**src/hw/sas_params.svh**
```systemverilog
`ifndef SAS_PARAMS_SVH
`define SAS_PARAMS_SVH
// ****************************************
// register indices
// ****************************************
`define SAS_ADDR_CON1 4'h0
`define SAS_ADDR_CON2 4'h1
`define SAS_ADDR_CON4 4'h2
`define SAS_ADDR_STAT 4'h3
`define SAS_ADDR_MASK 4'h4
`define SAS_ADDR_CHS0 4'h5
`define SAS_ADDR_RES 4'h6
// ****************************************
// control one fields
// ****************************************
`define SAS_C1_ON 15
`define SAS_C1_DMAORD 12
`define SAS_C1_RES12 10
`define SAS_C1_FORM_LO 8
`define SAS_C1_TRIG_LO 5
`define SAS_C1_PAR 3
`define SAS_C1_AUTO 2
`define SAS_C1_ACQ 1
`define SAS_C1_DONE 0
`define SAS_C1_WMASK 16'h97EC
// ****************************************
// control two fields
// ****************************************
`define SAS_C2_CHPS_LO 8
`define SAS_C2_SMPI_LO 2
`define SAS_C2_WMASK 16'hE73F
// ****************************************
// codes and timing
// ****************************************
`define SAS_TRIG_SW 3'h0
`define SAS_TRIG_TMR_A 3'h2
`define SAS_TRIG_TMR_B 3'h4
`define SAS_TRIG_AUTO 3'h7
`define SAS_FORM_SFRAC 2'h3
`define SAS_FORM_UFRAC 2'h2
`define SAS_FORM_SINT 2'h1
`define SAS_NUM_INPUTS 13
`define SAS_LAST_INPUT 4'hC
`define SAS_SAMPLE_NS 200
`define SAS_CLK_NS 20
`define SAS_SAMPLE_CYC ((`SAS_SAMPLE_NS + `SAS_CLK_NS - 1) / `SAS_CLK_NS)
`define SAS_CONV10_CYC 5'hC
`define SAS_CONV12_CYC 5'hE
`define SAS_IRQ_DONE 0
`endif

```
**src/hw/sas_pkg.sv**
```systemverilog
package sas_pkg;
   typedef enum logic [1:0] {
      SAS_IDLE = 2'b00,
      SAS_SAMPLE = 2'b01,
      SAS_CONVERT = 2'b10
   } sas_state_type;
   typedef struct packed {
      logic valid;
      logic [10:0] addr;
      logic [15:0] data;
   } sas_dma_type;
   typedef struct packed {
      logic wr;
      logic rd;
      logic [3:0] addr;
      logic [15:0] wdata;
   } sas_bus_type;
endpackage

```
**src/hw/sas_result_mem.sv**
```systemverilog
`timescale 1ns/1ps
// ****************************************
// standalone result store, registered read
// ****************************************
module sas_result_mem (
   input wire logic core_clk_in,
   input wire logic wr_in,
   input wire logic [3:0] waddr_in,
   input wire logic [15:0] wdata_in,
   input wire logic [3:0] raddr_in,
   output logic [15:0] rdata_out
);
   logic [15:0] mem [0:15];
   always_ff @(posedge core_clk_in) begin
      if (wr_in) begin
         mem[waddr_in] <= wdata_in;
      end
   end
   always_ff @(posedge core_clk_in) begin
      rdata_out <= mem[raddr_in];
   end
endmodule

```
**src/hw/sas_sequencer.sv**
```systemverilog
`timescale 1ns/1ps
`include "sas_params.svh"
module sas_sequencer (
   input wire logic core_clk_in,
   input wire logic rst_in,
   input wire logic [3:0] addr_in,
   input wire logic [15:0] wdata_in,
   input wire logic wr_in,
   input wire logic rd_in,
   input wire logic timer_a_event_in,
   input wire logic timer_b_event_in,
   input wire logic [11:0] analog_result_in,
   input wire logic dma_ack_in,
   output logic [15:0] rdata_out,
   output logic irq_out,
   output logic sample_out,
   output logic [3:0] hold_enable_out,
   output logic [3:0] input_select_out,
   output logic convert_out,
   output sas_pkg::sas_dma_type dma_out
);
   // ****************************************
   // registers
   // ****************************************
   logic [15:0] con1;
   logic [15:0] con2;
   logic [2:0] dma_buf_len;
   logic [4:0] input_sel;
   logic irq_status;
   logic irq_mask;
   sas_pkg::sas_state_type state;
   logic [4:0] timer;
   logic [1:0] chan;
   logic [3:0] op_count;
   logic [3:0] buf_ptr;
   logic [6:0] per_input_ptr [0:3];
   logic rd_q;
   logic [3:0] rd_addr_q;
   logic [15:0] mem_rdata;
   logic mem_wr;
   logic [15:0] formatted;
   logic conv_end;
   logic conv_start;
   logic last_chan;
   logic trigger;
   logic [1:0] chans;
   logic [3:0] cur_input;
   logic next_acq;
   logic sw_acq_set;
   logic sw_acq_clr;
   logic wr_c1;

   wire logic res12 = con1[`SAS_C1_RES12];
   wire logic [2:0] trig_sel = con1[`SAS_C1_TRIG_LO +: 3];
   wire logic [1:0] form_sel = con1[`SAS_C1_FORM_LO +: 2];
   wire logic [3:0] smpi = con2[`SAS_C2_SMPI_LO +: 4];
   wire logic conv_on = con1[`SAS_C1_ON];
   // parallel hold unavailable in 12-bit
   wire logic par_hold = con1[`SAS_C1_PAR] & ~res12;

   // ****************************************
   // helpers
   // ****************************************
   function automatic logic [15:0] fmt(input logic [11:0] raw,
         input logic [1:0] form, input logic r12);
      logic [15:0] v;
      v = 16'h0000;
      if (r12) begin
         case (form)
            `SAS_FORM_SFRAC: v = {~raw[11], raw[10:0], 4'h0};
            `SAS_FORM_UFRAC: v = {raw, 4'h0};
            `SAS_FORM_SINT: v = {{5{~raw[11]}}, raw[10:0]};
            default: v = {4'h0, raw};
         endcase
      end else begin
         case (form)
            `SAS_FORM_SFRAC: v = {~raw[9], raw[8:0], 6'h00};
            `SAS_FORM_UFRAC: v = {raw[9:0], 6'h00};
            `SAS_FORM_SINT: v = {{7{~raw[9]}}, raw[8:0]};
            default: v = {6'h00, raw[9:0]};
         endcase
      end
      return v;
   endfunction

   function automatic logic [1:0] chan_count(input logic [1:0] chps,
         input logic r12);
      logic [1:0] n;
      n = 2'h0;
      if (!r12) begin
         if (chps[1]) begin
            n = 2'h3;
         end else if (chps[0]) begin
            n = 2'h1;
         end
      end
      return n;
   endfunction

   // ****************************************
   // decode
   // ****************************************
   always_comb begin
      chans = chan_count(con2[`SAS_C2_CHPS_LO +: 2], res12);
      last_chan = (chan == chans) | par_hold;
      cur_input = (chan == 2'h0) ?
         ((input_sel[3:0] > `SAS_LAST_INPUT) ? `SAS_LAST_INPUT
          : input_sel[3:0]) : {2'h0, chan};
      case (trig_sel)
         `SAS_TRIG_AUTO: trigger = (timer == 5'h00);
         `SAS_TRIG_TMR_B: trigger = timer_b_event_in;
         `SAS_TRIG_TMR_A: trigger = timer_a_event_in;
         default: trigger = 1'b0;
      endcase
      wr_c1 = wr_in && (addr_in == `SAS_ADDR_CON1);
      sw_acq_set = wr_c1 && wdata_in[`SAS_C1_ACQ] &&
         !con1[`SAS_C1_AUTO];
      sw_acq_clr = wr_c1 && !wdata_in[`SAS_C1_ACQ] &&
         (trig_sel == `SAS_TRIG_SW);
      conv_start = (state == sas_pkg::SAS_SAMPLE) &&
         (sw_acq_clr || ((trig_sel != `SAS_TRIG_SW) && trigger));
      conv_end = (state == sas_pkg::SAS_CONVERT) && (timer == 5'h00);
      formatted = fmt(analog_result_in, form_sel, res12);
      mem_wr = conv_end;
   end

   // ****************************************
   // sequencer
   // ****************************************
   always_ff @(posedge core_clk_in) begin
      if (rst_in || !conv_on) begin
         state <= sas_pkg::SAS_IDLE;
         timer <= 5'h00;
         chan <= 2'h0;
      end else begin
         case (state)
            sas_pkg::SAS_IDLE: begin
               if (con1[`SAS_C1_AUTO] || sw_acq_set) begin
                  state <= sas_pkg::SAS_SAMPLE;
                  timer <= 5'(`SAS_SAMPLE_CYC);
               end
            end
            sas_pkg::SAS_SAMPLE: begin
               if (timer != 5'h00) begin
                  timer <= timer - 5'h01;
               end
               if (conv_start) begin
                  state <= sas_pkg::SAS_CONVERT;
                  timer <= res12 ? `SAS_CONV12_CYC : `SAS_CONV10_CYC;
               end
            end
            sas_pkg::SAS_CONVERT: begin
               if (timer != 5'h00) begin
                  timer <= timer - 5'h01;
               end else if (!last_chan) begin
                  // sequential channels convert one after another
                  chan <= chan + 2'h1;
                  timer <= res12 ? `SAS_CONV12_CYC : `SAS_CONV10_CYC;
               end else begin
                  chan <= 2'h0;
                  if (con1[`SAS_C1_AUTO]) begin
                     state <= sas_pkg::SAS_SAMPLE;
                     timer <= 5'(`SAS_SAMPLE_CYC);
                  end else begin
                     state <= sas_pkg::SAS_IDLE;
                  end
               end
            end
            default: state <= sas_pkg::SAS_IDLE;
         endcase
      end
   end

   // ****************************************
   // control registers
   // ****************************************
   always_comb begin
      next_acq = con1[`SAS_C1_ACQ];
      if (sw_acq_set || (conv_end && last_chan && con1[`SAS_C1_AUTO]))
      begin
         next_acq = 1'b1;
      end
      if (conv_start) begin
         next_acq = 1'b0;
      end
      if (!conv_on) begin
         next_acq = 1'b0;
      end
   end

   always_ff @(posedge core_clk_in) begin
      if (rst_in) begin
         con1 <= 16'h0000;
      end else begin
         if (wr_c1) begin
            con1 <= (wdata_in & `SAS_C1_WMASK) |
               (con1 & ~`SAS_C1_WMASK & 16'h0001);
            // software may only clear done
            con1[`SAS_C1_DONE] <= con1[`SAS_C1_DONE] &
               wdata_in[`SAS_C1_DONE];
         end
         con1[`SAS_C1_ACQ] <= next_acq;
         if (conv_start) begin
            con1[`SAS_C1_DONE] <= 1'b0;
         end
         if (conv_end && last_chan) begin
            con1[`SAS_C1_DONE] <= 1'b1;
         end
      end
   end

   always_ff @(posedge core_clk_in) begin
      if (rst_in) begin
         con2 <= 16'h0000;
         dma_buf_len <= 3'h0;
         input_sel <= 5'h00;
         irq_mask <= 1'b0;
      end else if (wr_in) begin
         case (addr_in)
            `SAS_ADDR_CON2: con2 <= wdata_in & `SAS_C2_WMASK;
            `SAS_ADDR_CON4: dma_buf_len <= wdata_in[2:0];
            `SAS_ADDR_CHS0: input_sel <= wdata_in[4:0];
            `SAS_ADDR_MASK: irq_mask <= wdata_in[`SAS_IRQ_DONE];
            default: ;
         endcase
      end
   end

   // ****************************************
   // sequence counting, flag, dma
   // ****************************************
   wire logic seq_done = conv_end && last_chan;
   wire logic count_hit = seq_done && (op_count == smpi);

   always_ff @(posedge core_clk_in) begin
      if (rst_in || !conv_on) begin
         op_count <= 4'h0;
      end else if (seq_done) begin
         op_count <= count_hit ? 4'h0 : op_count + 4'h1;
      end
   end

   always_ff @(posedge core_clk_in) begin
      if (rst_in) begin
         irq_status <= 1'b0;
      end else if (count_hit) begin
         irq_status <= 1'b1;
      end else if (wr_in && addr_in == `SAS_ADDR_STAT &&
            wdata_in[`SAS_IRQ_DONE]) begin
         irq_status <= 1'b0;
      end
   end

   always_ff @(posedge core_clk_in) begin
      if (rst_in || !conv_on) begin
         buf_ptr <= 4'h0;
         for (int i = 0; i < 4; i++) begin
            per_input_ptr[i] <= 7'h00;
         end
      end else if (mem_wr) begin
         buf_ptr <= buf_ptr + 4'h1;
         per_input_ptr[chan] <= (per_input_ptr[chan] + 7'h01) &
            7'((8'h01 << dma_buf_len) - 8'h01);
      end
   end

   always_ff @(posedge core_clk_in) begin
      if (rst_in) begin
         dma_out <= '0;
      end else if (mem_wr) begin
         dma_out.valid <= count_hit;
         dma_out.data <= formatted;
         if (con1[`SAS_C1_DMAORD]) begin
            dma_out.addr <= {7'h00, buf_ptr};
         end else begin
            dma_out.addr <= 11'(({7'h00, cur_input} << dma_buf_len) +
               {4'h0, per_input_ptr[chan]});
         end
      end else if (dma_ack_in) begin
         dma_out.valid <= 1'b0;
      end
   end

   sas_result_mem u_mem (
      .core_clk_in(core_clk_in),
      .wr_in(mem_wr),
      .waddr_in(buf_ptr),
      .wdata_in(formatted),
      .raddr_in(addr_in),
      .rdata_out(mem_rdata)
   );

   // ****************************************
   // outputs and read port
   // ****************************************
   always_ff @(posedge core_clk_in) begin
      if (rst_in) begin
         irq_out <= 1'b0;
         sample_out <= 1'b0;
         hold_enable_out <= 4'h0;
         input_select_out <= 4'h0;
         convert_out <= 1'b0;
      end else begin
         irq_out <= irq_status & irq_mask;
         sample_out <= (state == sas_pkg::SAS_SAMPLE);
         hold_enable_out <= par_hold ?
            4'(({1'b0, chans} + 3'h1 == 3'h4) ? 4'hF : 4'h3) :
            4'(4'h1 << chan);
         input_select_out <= cur_input;
         convert_out <= (state == sas_pkg::SAS_CONVERT);
      end
   end

   always_ff @(posedge core_clk_in) begin
      if (rst_in) begin
         rd_q <= 1'b0;
         rd_addr_q <= 4'h0;
      end else begin
         rd_q <= rd_in;
         rd_addr_q <= addr_in;
      end
   end

   always_comb begin
      case (rd_addr_q)
         `SAS_ADDR_CON1: rdata_out = {con1[15:4], par_hold,
            con1[2:0]};
         `SAS_ADDR_CON2: rdata_out = res12 ?
            (con2 & 16'hFCFF) : con2;
         `SAS_ADDR_CON4: rdata_out = {13'h0000, dma_buf_len};
         `SAS_ADDR_STAT: rdata_out = {15'h0000, irq_status};
         `SAS_ADDR_MASK: rdata_out = {15'h0000, irq_mask};
         `SAS_ADDR_CHS0: rdata_out = {11'h000, input_sel};
         default: rdata_out = mem_rdata;
      endcase
      if (!rd_q) begin
         rdata_out = 16'h0000;
      end
   end
endmodule

```
**config.mk**
```make
export PLATFORM = sky130hd
export DESIGN_NAME = sas_sequencer
export DESIGN_NICKNAME = d
export VERILOG_FILES = /design/src/hw/sas_pkg.sv /design/src/hw/sas_result_mem.sv /design/src/hw/sas_sequencer.sv
export VERILOG_INCLUDE_DIRS = /design/src /design/src/hw
export SDC_FILE = /design/constraint.sdc
export NUM_CORES = 1
export LEC_CHECK = 0
export ABC_AREA = 0
export BUFFER_PORTS_ARGS = -buffer_cell sky130_fd_sc_hd__clkbuf_2
export CORE_UTILIZATION = 35
export CTS_CLUSTER_DIAMETER = 150
export DETAILED_ROUTE_END_ITERATION = 7
export GPL_ROUTABILITY_DRIVEN = 0
export SYNTH_ARGS = -nofsm -noshare
export SYNTH_HDL_FRONTEND = slang
export SYNTH_SLANG_ARGS = --single-unit
```
**constraint.sdc**
```tcl
create_clock -name core_clk_in -period 7.67 [get_ports core_clk_in]
set_clock_uncertainty 0.2 [all_clocks]
set_input_delay 0.767 -clock core_clk_in [delete_from_list [all_inputs] [get_ports core_clk_in]]
set_output_delay 0.767 -clock core_clk_in [all_outputs]
set_load 0.02 [all_outputs]
```
==> metrics.md <==
| Metric | Value |
|---|---|
| Status | finished with violations |
| Failing checks | design-rule violations |
| I/O Buffers | between 90 and 100 |
| Post-CTS Setup Bufs | 0 |
| Placed Area | 17800 um2 |
| Clock power frac | 43.6% |
| Unrepaired setup endpoints after global routing | false |
| Synth Warn # | 0 |
| Die Width | 220 um |
| Setup TNS | 0 ps |
| Async S/R FF share, synth | 0% |
| Post-synth top area cell | edfxtp_1 |
| Largest family of logic cells by synthesized area | multiplexers |
| P_leak | roughly 6.5 nW |
| GR Overflow Total | 0 |
| Maximum vdd drop | 125 uV |
| Setup violators final | 0 |
| Adder-Cell Fraction of Synth Area | 1.86% |
| CTS clk-pin slew, worst paths | 60 ps |
| Reg-to-reg startpoint | chan[0] |
| Top-area cell type share of the netlist area | 51.4% |
| Yosys reg bits | just under 400 |
| First-pass GRT wire length | 62800 um |
| Hold Fails Final Rpt | 0 |
| Worst-path maximum fanout | 11 |
| Sw Share | 21.5% |
| Post-synth EDFFs | around 280 |
| XOR/XNOR Fraction of Synth Area | under 10% |
| WP data required | approximately 8000 ps |
| Post-CTS resize count | 0 |
| DRC | 20 |
| Final non-filler cell area | between 15000 and 20000 um2 |
| Vias | 10018 |
| Vias per cell | 5.31 |
| Clock buffer count from CTS | 43 |
| Peak Freq | roughly 250 MHz |
| Max clock buf depth | 3 |
| Initial Utilization | 35.5% |
| Min cycle time layout | between 3000 and 4000 ps |
| Average cell area after synthesis | 14.5 um2 |
| Fin crit share | between 50% and 60% |
| P&R area growth vs syn | 15.3% |
| Compound-Gate Fraction of Synth Area | 6.15% |
| Seq pwr share | 52.5% |
| Cell Pwr Density | 231 nW/um2 |
| Synth unique cells | 69 |
| Total track usage | 17.7% |
| Main flop type after synthesis | edfxtp_1 |
| H-tree depth | 2 |
| DRT Wirelength | 41600 um |
| Clk_lat worst skew | approximately 570 ps |
| Nets | 1309 |
| CTS hold repair buffers | 0 |
| P_int | ~3.5 mW |
| Row cnt | 79 |
| R2R depth | 13 |
| CTS tree | done |
| Hold Path Depth | 3 |
| ANT nets after route | 0 |
| Drt initial violations | 778 |
| Worst-margin pin slew | 1120 ps |
| Gate power share | 3.9% |
| Switching power | 0.946 mW |
| Power Total | 4.41 mW |
| Clock Sinks | 397 |
| Pre-antenna DRT Iters | 8 |
| Commonest cells after routing, fill and taps aside | edfxtp_1 (284), dfxtp_1 (113), nor2_1 (110), nand2_1 (103), clkbuf_2 (89) |
| Number of global-route vias before repair | 10193 |
| Seq/Total Area, Yosys | 65.1% |
| RR Endpoint | dma_out[24] |
| Worst EP arrival | 4250 ps |
| Largest net degree at the start of global routing | 64 |
| Reg2Reg Setup Slack | about 3700 ps |
| CP Launch Type | register |
| Fin. max-slew vios | 0 |
| Post-DP HPWL | 26400 um |
| Min-Delay Path Class | in -> reg |
| WL per Instance | around 22 um |
| Antenna cells | 0 |
| Critical setup path kind | reg -> reg |
| Syn_nets | between 1000 and 1500 |
| Largest cells by area after synthesis | edfxtp_1 (51%), dfxtp_1 (14%), mux4_2 (12%) |
| Max cap viols | 0 |
| Layout cells sized above 1 | 23.6% |
| Cell count after synthesis | approximately 1100 |
| Commonest non-fill, non-tap cell in the layout | edfxtp_1 |
| Proportion of synthesized area in mux cells | 14.0% |
| Num ports | 94 |
| Die Y-Extent | ~220 um |
| Syn Std Cell Area | between 15000 and 20000 um2 |
| Worst Hold End | con1[12] |
| CTS root buf | clkbuf_16 |
| Worst hold path startpoint | wdata_in[12] |
| Initial antenna violation count | 4 |
| Worst hold slack | approximately 230 ps |
| Rel. slew slack | between 20 and 25% |
| Simple-Gate Fraction of Synth Area | 9.54% |
| Die area | approximately 48000 um2 |
| CP Capture Type | register |
| Std-Cell Core Area | 46700 um2 |
-- state kept, by name, indices dropped and copies added (netlist names), 2 cells and up, named ones only --
name,count
buf_ptr,4
chan,2
con1,12
con2,12
dma_buf_len,3
dma_out,28
hold_enable_out,4
input_sel,5
input_select_out,4
op_count,4
per_input_ptr,28
rd_addr_q,4
state,2
timer,5
u_mem.mem,256
u_mem.rdata_out,16
-- power groups by stage --
stage,Sequential [mW],Clock (mW),Combinational (mW)
4_1_cts,2.31,1.96,0.173
3_3_place_gp,2.36,0,0.170
3_5_place_dp,2.36,0,0.173
2_1_floorplan,2.35,0,0.115
5_1_grt,2.31,2.04,0.184
6_report,2.31,1.92,0.171
-- critical path, stage by stage, from the launching register on --
cell     delay [ps]
dfxtp_1         400
inv_1           200
ha_1            460
mux2i_1         460
o21ai_0         130
o21ai_0         160
nor2_1           80
ha_1            340
nor2b_1         180
o31a_1          280
o31a_2          310
o21ai_2         140
or4b_1          450
nand3_1         100
-- per-stage QoR --
| step | cells | setup WS [ps] | util (%) |
|---|---|---|---|
| 2_1_floorplan | 1143 | 4260 | - |
| 3_3_place_gp | 1808 | 3830 | 38.2 |
| 3_5_place_dp | 1808 | 3760 | 38.2 |
| 4_1_cts | 1888 | 3750 | 41.0 |
| 5_1_grt | 1888 | 3520 | 41.0 |
| 6_report | 1888 | 3720 | 41.0 |
-- synthesized netlist by cell type (all sizes together) (4+ instances only) --
| library cell | n |
|---|---|
| mux2i | 29 |
| inv | 26 |
| nand2 | 104 |
| nand3 | 11 |
| o21a | 4 |
| or3 | 7 |
| mux2 | 4 |
| xnor2 | 11 |
| and2 | 4 |
| nor2 | 122 |
| buf | 20 |
| o21ai | 26 |
| o211ai | 4 |
| a22oi | 9 |
| mux4 | 88 |
| nand2b | 11 |
| a21oi | 56 |
| ha | 23 |
| clkbuf | 43 |
| a21boi | 8 |
| edfxtp | 284 |
| dfxtp | 113 |
| nand4 | 9 |
| o22ai | 7 |
| and3b | 4 |
| nor3 | 15 |
| a211oi | 5 |
| a222oi | 9 |
| xor2 | 13 |
| nor2b | 27 |
| nand3b | 4 |
-- how the worst max path moves through the flow --
| stage | from | endpoint | slack, ps | cells past startpoint |
|---|---|---|---|---|
| floorplan | chan[0] | dma_out[24] | 4260 | 14 |
| global placement | chan[1] | dma_out[24] | 3830 | 13 |
| detailed placement | chan[1] | dma_out[24] | 3760 | 13 |
| CTS | chan[0] | dma_out[24] | 3750 | 13 |
| global route | chan[0] | dma_out[24] | 3520 | 13 |
| finish | chan[0] | dma_out[24] | 3720 | 13 |
-- layer usage --
layer	vias to the layer above	GRT usage, %	share of wire [%]
li1	4545	-	-
met1	5142	22.9	43
met2	265	30.2	50
met3	60	3.86	5.8
met4	6	4.11	1.6
met5	-	0	0.089
-- cell families after synthesis --
group	after synthesis
AO/OA/AOI/OAI	154
XOR/XNOR	24
adder cells (fa/ha/maj)	24
buffers and inverters	89
flip-flops	397
multiplexers	121
AND/OR/NAND/NOR	334
-- final cells by class --
class                           instances  area (um2)
Clock buffer                           63        1200
Clock inverter                         17        97.6
Timing Repair Buffer                  121         681
Multi-Input combinational cell        657        5490
Sequential cell                       397       10800
Inverter                               26        97.6
Tap cell                              607         759
Fill cell                            4293       27500
Power figures use the tool's default switching activity.
